**config.mk**
```make
export PLATFORM = sky130hd
export DESIGN_NAME = cache_maint
export DESIGN_NICKNAME = d
export VERILOG_FILES = /design/src/logic/cache_maint_pkg.sv /design/src/logic/cache_maint.sv
export VERILOG_INCLUDE_DIRS = /design/src /design/src/logic
export SDC_FILE = /design/constraint.sdc
export NUM_CORES = 1
export LEC_CHECK = 0
export ABC_AREA = 1
export BUFFER_PORTS_ARGS = -buffer_cell sky130_fd_sc_hd__buf_4
export CORE_ASPECT_RATIO = 0.75
export CORE_MARGIN = 2
export CORE_UTILIZATION = 50
export DETAILED_ROUTE_END_ITERATION = 6
export PLACE_DENSITY = 0.78
export REMOVE_ABC_BUFFERS = 1
export SYNTH_ARGS = -nofsm -noshare
export SYNTH_HDL_FRONTEND = slang
export SYNTH_SLANG_ARGS = --single-unit
```
**constraint.sdc**
```tcl
create_clock -name clk_sys -period 1.6 [get_ports clk_sys]
set_input_delay 0.16 -clock clk_sys [delete_from_list [all_inputs] [get_ports clk_sys]]
set_output_delay 0.16 -clock clk_sys [all_outputs]
set_load 0.01 [all_outputs]
```
**src/logic/cache_maint_cfg.svh**
```systemverilog
// cache maintenance unit: opcode fields, operand fields, geometry
// assumes one core clock; included by bare name
`ifndef CACHE_MAINT_CFG_SVH
`define CACHE_MAINT_CFG_SVH
`define SEC_WFI 4'h0
`define SEC_INV_I 4'h5
`define SEC_INV_D 4'h6
`define SEC_INV_BOTH 4'h7
`define SEC_CLEAN 4'hA
`define SEC_PREFETCH 4'hD
`define SEC_CLEAN_INV 4'hE
`define OP_WHOLE 3'h0
`define OP_MVA 3'h1
`define OP_SETWAY 3'h2
`define OP_TEST 3'h3
`define OP_BARRIER 3'h4
`define STATUS_CLEAN_BIT 30
`define RETURN_LINK_OFFSET 32'h0000_0008
`define LINE_WORDS 8
`define CACHE_WAYS 4
`define CACHE_BYTES 16384
`define WORD_LSB 2
`define SET_LSB 5
`define WAY_MSB 31
`define TEST_SPAN 4
`endif

```
**src/logic/cache_maint_pkg.sv**
```systemverilog
// cache maintenance unit types
// assumes the _cfg header supplies numeric constants
package cache_maint_pkg;
  typedef enum logic [3:0] {
    ST_IDLE = 4'b0000,
    ST_DRAIN = 4'b0001,
    ST_WB = 4'b0010,
    ST_FILL = 4'b0011,
    ST_SLEEP = 4'b0100,
    ST_TEST = 4'b0101,
    ST_LINE = 4'b0110,
    ST_WHOLE = 4'b0111,
    ST_DONE = 4'b1000
  } state_t;
  typedef enum logic [1:0] {
    ACT_NONE = 2'b00,
    ACT_CLEAN = 2'b01,
    ACT_INV = 2'b10,
    ACT_CLEAN_INV = 2'b11
  } act_t;
endpackage

```
**src/logic/cache_maint.sv**
```systemverilog
// What this block does
// - prefetch looks up, linefills on cacheable miss
// - drain empties write buffer, stalls core
// - wait drains, sleeps until interrupt or debug
// - wake completes wait, link is address plus eight
// - whole invalidate fields 7, 5, 6 selector 0
// - instruction line invalidate field 5, selectors 1,2
// - data line invalidate field 6, selectors 1,2
// - data line clean field 10, selectors 1,2
// - data line clean-invalidate field 14, selectors 1,2
// - test reads at fields 10, 14, selector 3
// - test read cleans at most one dirty line
// - bit 30 is one when nothing dirty
// - r15 destination sets flags, pc kept
// - test-invalidate invalidates data cache once clean
// - address split tag/set/word, word zero
// - set/way fields from log2 ways and sets
// - clean writes back valid dirty, clears dirty
// - line invalidate discards dirty data
//
// one module holds the whole unit; the caches' tag arrays sit outside and
// are reached through a lookup/update port answering in the same cycle.
`timescale 1ns/10ps
`include "cache_maint_cfg.svh"
module cache_maint #(
  parameter int WAYS = `CACHE_WAYS,
  parameter int SETS = `CACHE_BYTES / `CACHE_WAYS / (`LINE_WORDS * 4),
  parameter int TEST_SPAN = `TEST_SPAN
) (
  input wire logic clk_sys,
  input wire logic reset_n,
  // coprocessor request from the core
  input wire logic op_valid,
  input wire logic op_read,
  input wire logic [3:0] secondary_register_field,
  input wire logic [2:0] op_select,
  input wire logic [3:0] dest_reg,
  input wire logic [31:0] op_data,
  input wire logic [31:0] instr_address,
  output logic core_stall,
  output logic op_done,
  output logic [31:0] read_data,
  output logic read_data_valid,
  output logic flags_update,
  output logic [3:0] flags_nzcv,
  // wait-for-interrupt wake sources, off-domain pins
  input wire logic irq_pin,
  input wire logic debug_req_pin,
  output logic low_power,
  output logic wake_irq,
  output logic [31:0] irq_return_link,
  // write buffer
  input wire logic wbuf_empty,
  // data cache tag port
  output logic [$clog2(SETS)-1:0] dc_set,
  output logic [$clog2(WAYS)-1:0] dc_way,
  output logic [31:$clog2(SETS)+`SET_LSB] dc_tag,
  output logic dc_lookup,
  input wire logic dc_hit,
  input wire logic [$clog2(WAYS)-1:0] dc_hit_way,
  input wire logic dc_valid,
  input wire logic dc_dirty,
  input wire logic dc_any_dirty,
  output logic dc_clear_dirty,
  output logic dc_invalidate_line,
  output logic dc_invalidate_all,
  // instruction cache tag port
  output logic ic_lookup,
  input wire logic ic_hit,
  input wire logic [$clog2(WAYS)-1:0] ic_hit_way,
  output logic ic_invalidate_line,
  output logic ic_invalidate_all,
  output logic [31:0] line_address,
  // memory side: line write-back and linefill
  input wire logic region_cacheable,
  output logic mem_req,
  output logic mem_write,
  input wire logic mem_done
);
  localparam int SB = $clog2(SETS);
  localparam int AB = $clog2(WAYS);
  localparam int TB = 32 - SB - `SET_LSB;

  if (WAYS < 2 || (1 << AB) != WAYS) begin : g_bad_ways
    $error("ways must be a power of two");
  end
  if (SETS < 2 || (1 << SB) != SETS ||
      SB + AB + `SET_LSB > 32) begin : g_bad_sets
    $error("sets must be a power of two that fits");
  end
  // the scan counter is eight bits wide
  if (TEST_SPAN < 1 || TEST_SPAN > SETS ||
      TEST_SPAN > 256) begin : g_bad_span
    $error("test span out of range");
  end

  // ****************************************
  // state
  // ****************************************
  typedef struct packed {
    cache_maint_pkg::state_t st;
    cache_maint_pkg::act_t act;
    logic data_side;
    logic by_address;
    logic [31:0] operand;
    logic [31:0] link;
    logic is_test;
    logic test_inv;
    logic to_r15;
    logic [SB-1:0] scan_set;
    logic [AB-1:0] scan_way;
    logic [7:0] scan_count;
    logic found;
    logic [31:0] rdata;
    logic rvalid;
    logic flags;
    logic done;
    logic wake;
    logic [1:0] irq_sync;
    logic [1:0] dbg_sync;
  } state_t;

  state_t cur;
  state_t nxt;

  // field split of the operand
  logic [SB-1:0] op_set;
  logic [AB-1:0] op_way;
  logic [TB-1:0] op_tag;
  assign op_set = cur.operand[`SET_LSB +: SB];
  assign op_way = cur.operand[`WAY_MSB -: AB];
  assign op_tag = cur.operand[31 -: TB];
  // word field is not looked at: issuer holds it zero
  logic [31:0] line_base;
  assign line_base = {cur.operand[31:`SET_LSB], {`SET_LSB{1'b0}}};

  logic busy;
  assign busy = cur.st != cache_maint_pkg::ST_IDLE &&
    cur.st != cache_maint_pkg::ST_DONE;

  logic line_hit;
  assign line_hit = cur.by_address ? dc_hit : 1'b1;

  // ****************************************
  // next state
  // ****************************************
  always_comb begin
    nxt = cur;
    nxt.done = 1'b0;
    nxt.rvalid = 1'b0;
    nxt.flags = 1'b0;
    nxt.wake = 1'b0;
    nxt.irq_sync = {cur.irq_sync[0], irq_pin};
    nxt.dbg_sync = {cur.dbg_sync[0], debug_req_pin};
    unique case (cur.st)
      cache_maint_pkg::ST_IDLE, cache_maint_pkg::ST_DONE: begin
        nxt.st = cache_maint_pkg::ST_IDLE;
        if (op_valid) begin
          nxt.operand = op_data;
          nxt.link = instr_address + `RETURN_LINK_OFFSET;
          nxt.act = cache_maint_pkg::ACT_NONE;
          nxt.by_address = op_select == `OP_MVA;
          nxt.to_r15 = dest_reg == 4'hF;
          nxt.is_test = 1'b0;
          nxt.st = cache_maint_pkg::ST_DONE;
          if (op_read) begin
            // other reads are unpredictable and simply finish
            if (op_select == `OP_TEST && (secondary_register_field ==
                `SEC_CLEAN || secondary_register_field ==
                `SEC_CLEAN_INV)) begin
              nxt.is_test = 1'b1;
              nxt.test_inv = secondary_register_field == `SEC_CLEAN_INV;
              nxt.scan_count = 8'h00;
              nxt.found = 1'b0;
              nxt.st = cache_maint_pkg::ST_TEST;
            end
          end else begin
            unique case ({secondary_register_field, op_select})
              {`SEC_INV_BOTH, `OP_WHOLE}, {`SEC_INV_I, `OP_WHOLE},
              {`SEC_INV_D, `OP_WHOLE}:
                nxt.st = cache_maint_pkg::ST_WHOLE;
              {`SEC_INV_I, `OP_MVA}, {`SEC_INV_I, `OP_SETWAY}: begin
                nxt.data_side = 1'b0;
                nxt.act = cache_maint_pkg::ACT_INV;
                nxt.st = cache_maint_pkg::ST_LINE;
              end
              {`SEC_INV_D, `OP_MVA}, {`SEC_INV_D, `OP_SETWAY}: begin
                nxt.data_side = 1'b1;
                nxt.act = cache_maint_pkg::ACT_INV;
                nxt.st = cache_maint_pkg::ST_LINE;
              end
              {`SEC_CLEAN, `OP_MVA}, {`SEC_CLEAN, `OP_SETWAY}: begin
                nxt.data_side = 1'b1;
                nxt.act = cache_maint_pkg::ACT_CLEAN;
                nxt.st = cache_maint_pkg::ST_LINE;
              end
              {`SEC_CLEAN_INV, `OP_MVA},
              {`SEC_CLEAN_INV, `OP_SETWAY}: begin
                nxt.data_side = 1'b1;
                nxt.act = cache_maint_pkg::ACT_CLEAN_INV;
                nxt.st = cache_maint_pkg::ST_LINE;
              end
              {`SEC_PREFETCH, `OP_MVA}: begin
                nxt.data_side = 1'b0;
                nxt.st = cache_maint_pkg::ST_LINE;
              end
              {`SEC_CLEAN, `OP_BARRIER}:
                nxt.st = cache_maint_pkg::ST_DRAIN;
              {`SEC_WFI, `OP_BARRIER}: begin
                nxt.act = cache_maint_pkg::ACT_INV;
                nxt.st = cache_maint_pkg::ST_DRAIN;
              end
              default: nxt.st = cache_maint_pkg::ST_DONE;
            endcase
            // wait-for-interrupt reuses act as a marker
            if (secondary_register_field == `SEC_WFI)
              nxt.data_side = 1'b0;
            nxt.test_inv = secondary_register_field == `SEC_INV_BOTH ?
              1'b1 : 1'b0;
            if (secondary_register_field == `SEC_INV_D)
              nxt.data_side = 1'b1;
            if (secondary_register_field == `SEC_INV_I &&
                op_select == `OP_WHOLE)
              nxt.data_side = 1'b0;
          end
        end
      end
      cache_maint_pkg::ST_WHOLE: begin
        nxt.st = cache_maint_pkg::ST_DONE;
      end
      cache_maint_pkg::ST_LINE: begin
        // one lookup cycle, then write-back, fill or finish
        nxt.st = cache_maint_pkg::ST_DONE;
        if (cur.act == cache_maint_pkg::ACT_NONE) begin
          if (!ic_hit && region_cacheable)
            nxt.st = cache_maint_pkg::ST_FILL;
        end else if (cur.data_side && cur.act !=
            cache_maint_pkg::ACT_INV && line_hit && dc_valid &&
            dc_dirty) begin
          nxt.st = cache_maint_pkg::ST_WB;
        end
      end
      cache_maint_pkg::ST_TEST: begin
        if (dc_valid && dc_dirty) begin
          nxt.found = 1'b1;
          nxt.st = cache_maint_pkg::ST_WB;
        end else if (cur.scan_count == 8'(TEST_SPAN - 1)) begin
          nxt.st = cache_maint_pkg::ST_DONE;
        end
        nxt.scan_count = cur.scan_count + 8'h01;
        {nxt.scan_set, nxt.scan_way} = {cur.scan_set, cur.scan_way} +
          (SB + AB)'(1);
        if (nxt.st == cache_maint_pkg::ST_WB)
          {nxt.scan_set, nxt.scan_way} = {cur.scan_set, cur.scan_way};
      end
      cache_maint_pkg::ST_WB: begin
        if (mem_done) begin
          nxt.st = cache_maint_pkg::ST_DONE;
          if (cur.is_test)
            {nxt.scan_set, nxt.scan_way} = {cur.scan_set, cur.scan_way} +
              (SB + AB)'(1);
        end
      end
      cache_maint_pkg::ST_FILL: begin
        if (mem_done)
          nxt.st = cache_maint_pkg::ST_DONE;
      end
      cache_maint_pkg::ST_DRAIN: begin
        if (wbuf_empty)
          nxt.st = cur.act == cache_maint_pkg::ACT_INV ?
            cache_maint_pkg::ST_SLEEP : cache_maint_pkg::ST_DONE;
      end
      cache_maint_pkg::ST_SLEEP: begin
        if (cur.irq_sync[1] || cur.dbg_sync[1]) begin
          nxt.st = cache_maint_pkg::ST_DONE;
          nxt.wake = cur.irq_sync[1];
        end
      end
      default: nxt.st = cache_maint_pkg::ST_IDLE;
    endcase
    if (nxt.st == cache_maint_pkg::ST_DONE &&
        cur.st != cache_maint_pkg::ST_DONE &&
        cur.st != cache_maint_pkg::ST_IDLE) begin
      nxt.done = 1'b1;
      if (cur.is_test) begin
        nxt.rvalid = !cur.to_r15;
        nxt.flags = cur.to_r15;
        nxt.rdata = 32'h0000_0000;
        // a line cleaned in this very step still counts as dirty, so
        // the core's loop takes one extra pass before it sees clean
        nxt.rdata[`STATUS_CLEAN_BIT] = !dc_any_dirty;
      end
    end
  end

  always_ff @(posedge clk_sys or negedge reset_n) begin
    if (!reset_n) begin
      cur <= '0;
    end else begin
      cur <= nxt;
    end
  end

  // ****************************************
  // outputs
  // ****************************************
  logic on_line;
  assign on_line = cur.st == cache_maint_pkg::ST_LINE;

  assign core_stall = busy || (op_valid &&
    cur.st != cache_maint_pkg::ST_SLEEP);
  assign op_done = cur.done;
  assign read_data = cur.rdata;
  assign read_data_valid = cur.rvalid;
  assign flags_update = cur.flags;
  // Z follows the clean bit so the loop branches on not-equal
  assign flags_nzcv = {1'b0, cur.rdata[`STATUS_CLEAN_BIT], 2'b00};
  assign low_power = cur.st == cache_maint_pkg::ST_SLEEP;
  assign wake_irq = cur.wake;
  assign irq_return_link = cur.link;
  assign dc_set = cur.is_test ? cur.scan_set : op_set;
  assign dc_way = cur.is_test ? cur.scan_way :
    (cur.by_address ? dc_hit_way : op_way);
  assign dc_tag = op_tag;
  assign dc_lookup = (on_line && cur.data_side) ||
    cur.st == cache_maint_pkg::ST_TEST;
  assign ic_lookup = on_line && !cur.data_side;
  assign dc_clear_dirty = cur.st == cache_maint_pkg::ST_WB &&
    mem_done;
  // clean-and-invalidate drops a line with nothing to write back at
  // once; a dirty one goes when its write-back is done
  assign dc_invalidate_line = (on_line && cur.data_side && line_hit &&
    (cur.act == cache_maint_pkg::ACT_INV ||
    (cur.act == cache_maint_pkg::ACT_CLEAN_INV &&
    !(dc_valid && dc_dirty)))) || (dc_clear_dirty &&
    cur.act == cache_maint_pkg::ACT_CLEAN_INV);
  assign ic_invalidate_line = on_line && !cur.data_side &&
    cur.act == cache_maint_pkg::ACT_INV &&
    (cur.by_address ? ic_hit : 1'b1);
  assign dc_invalidate_all = (cur.st == cache_maint_pkg::ST_WHOLE &&
    (cur.data_side || cur.test_inv)) ||
    (nxt.done && cur.is_test && cur.test_inv &&
    nxt.rdata[`STATUS_CLEAN_BIT]);
  assign ic_invalidate_all = cur.st == cache_maint_pkg::ST_WHOLE &&
    (!cur.data_side || cur.test_inv);
  assign line_address = cur.is_test ?
    {{(32 - SB - `SET_LSB){1'b0}}, cur.scan_set, {`SET_LSB{1'b0}}} :
    line_base;
  assign mem_req = cur.st == cache_maint_pkg::ST_WB ||
    cur.st == cache_maint_pkg::ST_FILL;
  assign mem_write = cur.st == cache_maint_pkg::ST_WB;
endmodule // cache_maint

```
==> metrics.md <==
| Metric | Value |
|---|---|
| Outcome | finished with violations |
| Violated checks | setup timing |
| Vias per inst | 4.98 |
| R2R cell count | 12 |
| Vias in the first global route | 5,486 |
| Synth Instances | 837 |
| CTS tree | built |
| Routed Antenna Nets | 0 |
| Fin Clk Skew | 0.00645 ns |
| Final period util | 1.20 |
| WL final | 18.9 mm |
| Initial antenna violation count | 0 |
| Die width | 132 um |
| Max IR drop VDD | 0.586 mV |
| WP buf/inv | 1 |
| Grt total ovfl | 0 |
| Num CTS Buffers | 9 |
| Drt pass-1 iters | 5 |
| Boundary pin count | 237 |
| Fin. Hold Viols | 0 |
| Synthesis Warnings | 0 |
| Uppermost layer routed | met4 |
| Max-cap violations | 0 |
| Sequential-to-total area share from yosys stat | 0.393 |
| Clock tree sinks | 96 |
| Met2 WL | 9.05 mm |
| Die Area | 13,100 um^2 |
| Core area | 11,800 um^2 |
| CP endpoint kind | output port |
| DR iter-0 viols | 393 |
| Initial core utilization | 0.519 |
| Root buf cell | clkbuf_16 |
| DRC viols | 0 |
| Pleak | 4.53 nW |
| CP endpoint | dc_invalidate_all |
| Final GP Congestion | 0.940 |
| Share of cells above drive strength 1 | 0.378 |
| TNS Setup | -4.83 ns |
| Tmin final | 1.92 ns |
| Sequential cell area | 2410 um^2 |
| Hold slack | 0.0180 ns |
| RSZ-0062 raised after global routing | yes |
| Pwr/cell area | 995 nW/um^2 |
| Die height | 99.8 um |
| Worst hold path type | input port to flop |
| Worst Path Class, Setup | flop to output port |
| CP required | 1.44 ns |
| Critical Path Max Stage Delay | 0.38 ns |
| Ant diodes | 0 |
| Largest net degree at the start of global routing | 49 |
| DRT met1 WL | 8.15 mm |
| RR Endpoint | cur[50]$_DFFE_PN0P_ |
| CP arrival | 1.76 ns |
| Synth Register Bits | 96 |
| Detailed route wirelength on metal3 | 1.28 mm |
| Final nets | 1,131 |
| Worst slack, placed | -0.0567 ns |
| Worst-path clk slew | 0.06 ns |
| Critical Path Source | cur[41]$_DFFE_PN0P_ |
| Placed Cells | 1,151 |
| Post-route setup slack | -0.316 ns |
| DR vias | 5,991 |
| Clk buf depth | 2 |
| Post-route insts no fill | 1,202 |
| CP cell instances | ha_2 > nand2_2 > nor2_4 > nand2_2 > nand2_2 > nand3_2 > nand3_2 > nand3_2 > a21oi_2 > buf_4 |
| Fin util | 0.737 |
| Port bufs | 190 |
| Cell variety after synth | 38 |
| Max Slew Vio Count | 0 |
| Reg2Reg Launch Point | cur[132]$_DFF_PN0_ |
| Area of the multi-input gates | 3010 um^2 |
| Fmax | 522 MHz |
| Area grow syn2layout | 42.0% |
| Row Count | 34 |
| Critical path's top delay family | simple AND/OR/NAND/NOR gates |
| All-Layer GR Usage | 0.248 |
| DPL Wire Length | 12.5 mm |
| Critical path fanouts, max | 2 |
| Reg-to-reg slack, setup | -0.14 ns |
| Avg Cell Area, Syn | 7.31 um^2 |
| Clk_lat worst skew | 0.34 ns |
| # fillers | 893 |
| Critical path depth | 10 |
| Max H-tree Level | 3 |
| CP Launch Type | flop |
| First-pass GRT wire length | 26.3 mm |
| CP max-delay cell | dfrtp_1 |
| Mapped cell area | 6120 um^2 |
| DR WL/cell | 15.7 um |
| Final setup violation count | 70 |
==> cell usage in the layout (no fill, tap or decap), types with 2 or more instances in the layout <==
cell type	count
a21boi_0	2
o22ai_1	4
dlygate4sd3_1	3
nor2_4	7
a21oi_2	3
nor3_2	2
o22ai_2	5
inv_6	2
buf_4	221
inv_4	2
nand3_1	35
buf_12	12
o21ai_0	28
nor2_2	4
inv_1	91
inv_2	7
nand3_2	3
nor2_1	72
ha_1	2
o21ai_2	10
nand2_2	46
nor3_4	2
a22oi_1	2
clkinv_4	3
dfrtp_1	92
nor3_1	19
a21oi_1	9
nand2_4	10
buf_6	21
clkinv_8	2
dfrtp_2	4
xor2_1	23
conb_1	39
xnor2_1	9
nand4_1	9
nand2_1	174
o21ai_1	27
nand3b_1	3
clkbuf_16	15
==> Yosys cell counts <==
cell | instances | share of area
o221ai_1 | 1 | 0.0014
nand3_2 | 1 | 0.0016
nand2_1 | 222 | 0.14
o211ai_1 | 1 | 0.0012
or2_1 | 1 | 0.0010
o31ai_1 | 1 | 0.0012
a31oi_1 | 2 | 0.0020
buf_4 | 103 | 0.13
clkinv_8 | 1 | 0.0027
nor3_1 | 20 | 0.016
clkinv_1 | 1 | 0.00061
nand2_4 | 1 | 0.0018
dfrtp_1 | 96 | 0.39
buf_2 | 6 | 0.0049
nand4_1 | 9 | 0.0092
xnor2_1 | 9 | 0.013
xor2_1 | 23 | 0.033
nand3b_1 | 3 | 0.0037
ha_1 | 3 | 0.0061
inv_2 | 4 | 0.0025
nor4_1 | 1 | 0.0010
nor3_4 | 1 | 0.0027
clkbuf_1 | 8 | 0.0049
nand2_2 | 7 | 0.0072
nor2_2 | 2 | 0.0020
or2_2 | 1 | 0.0010
nor2_1 | 81 | 0.050
o22ai_1 | 9 | 0.0092
a21boi_0 | 2 | 0.0025
o21ai_0 | 58 | 0.047
conb_1 | 1 | 0.00061
a21oi_1 | 12 | 0.0098
a22oi_1 | 2 | 0.0025
inv_1 | 97 | 0.060
nor3_2 | 2 | 0.0033
o21ai_1 | 4 | 0.0033
nand3_1 | 37 | 0.030
o21ai_2 | 4 | 0.0057
==> registers in the layout, indices dropped and copies added (netlist names) <==
register and cells:
irq_return_link 32, op_done 1, wake_irq 1, flags_update 1, dc_tag 20, read_data_valid 1
read_data 1, cur 39
==> per-layer routing <==
layer	track usage	vias up
li1	-	2876
met1	0.336	2830
met2	0.405	255
met3	0.0611	30
met4	0.0585	0
met5	0	-
==> cell families (layout without fill, tap and decap cells) <==
logic type,Yosys count,count (layout),synth area share
AND/OR/NAND/NOR,389,390,0.267
buffers and inverters,220,384,0.201
AO/OA/AOI/OAI,96,96,0.0863
flip-flops,96,96,0.393
XOR/XNOR,32,32,0.0458
adder cells (fa/ha/maj),3,3,0.00614
other,1,39,0.000613
==> where the power goes <==
part | internal (W) | switching, W
Combinational | 0.00153 | 0.00171
Sequential | 0.00286 | 0.000350
Clock | 0.00126 | 0.000935
==> through the flow <==
step / instance area [um^2] / power, W
after global placement: 7410 / 0.00579
after CTS: 7920 / 0.00811
final: 8690 / 0.00864
after detailed placement: 7410 / 0.00586
after global routing: 8690 / 0.00912
after floorplan: 5430 / 0.00444
==> worst min path at each step <==
stage,startpoint,to,slack (ns),depth (start not counted)
floorplan,reset_n,cur[0]$_DFF_PN0_,-0.14,0
global placement,reset_n,read_data_valid$_DFF_PN0_,0.11,1
detailed placement,reset_n,dc_tag[30]$_DFFE_PN0P_,0.11,1
CTS,instr_address[2],irq_return_link[2]$_DFFE_PN0P_,0.009,3
global route,instr_address[3],irq_return_link[3]$_DFFE_PN0P_,0.009,2
finish,instr_address[2],irq_return_link[2]$_DFFE_PN0P_,0.02,3
==> worst min-delay path: cells and delay by family <==
kind	cells	cell delay [ns]
and+or+nand+nor	2	0.09
buffers and inverters	1	0.08
==> cell type report <==
type,instances,share of cell area
well taps,162,0.0233
inverters,103,0.0485
flip-flops and latches,96,0.277
clock inverters,6,0.00792
clock buffers,10,0.0275
repair inverters,2,0.00230
repair buffers,263,0.267
multi-input cells,560,0.347
==> timing repair <==
action / in CTS / in global routing
pin swaps: 10 / 26
setup endpoints to repair: 33 / 99
hold buffers: 3 / 0
cloned: 0 / 13
gates resized for setup: 30 / 158
buffers inserted: 12 / 14
hold endpoints to repair: 24 / 0
No activity file was read; power rests on OpenSTA's default activity.
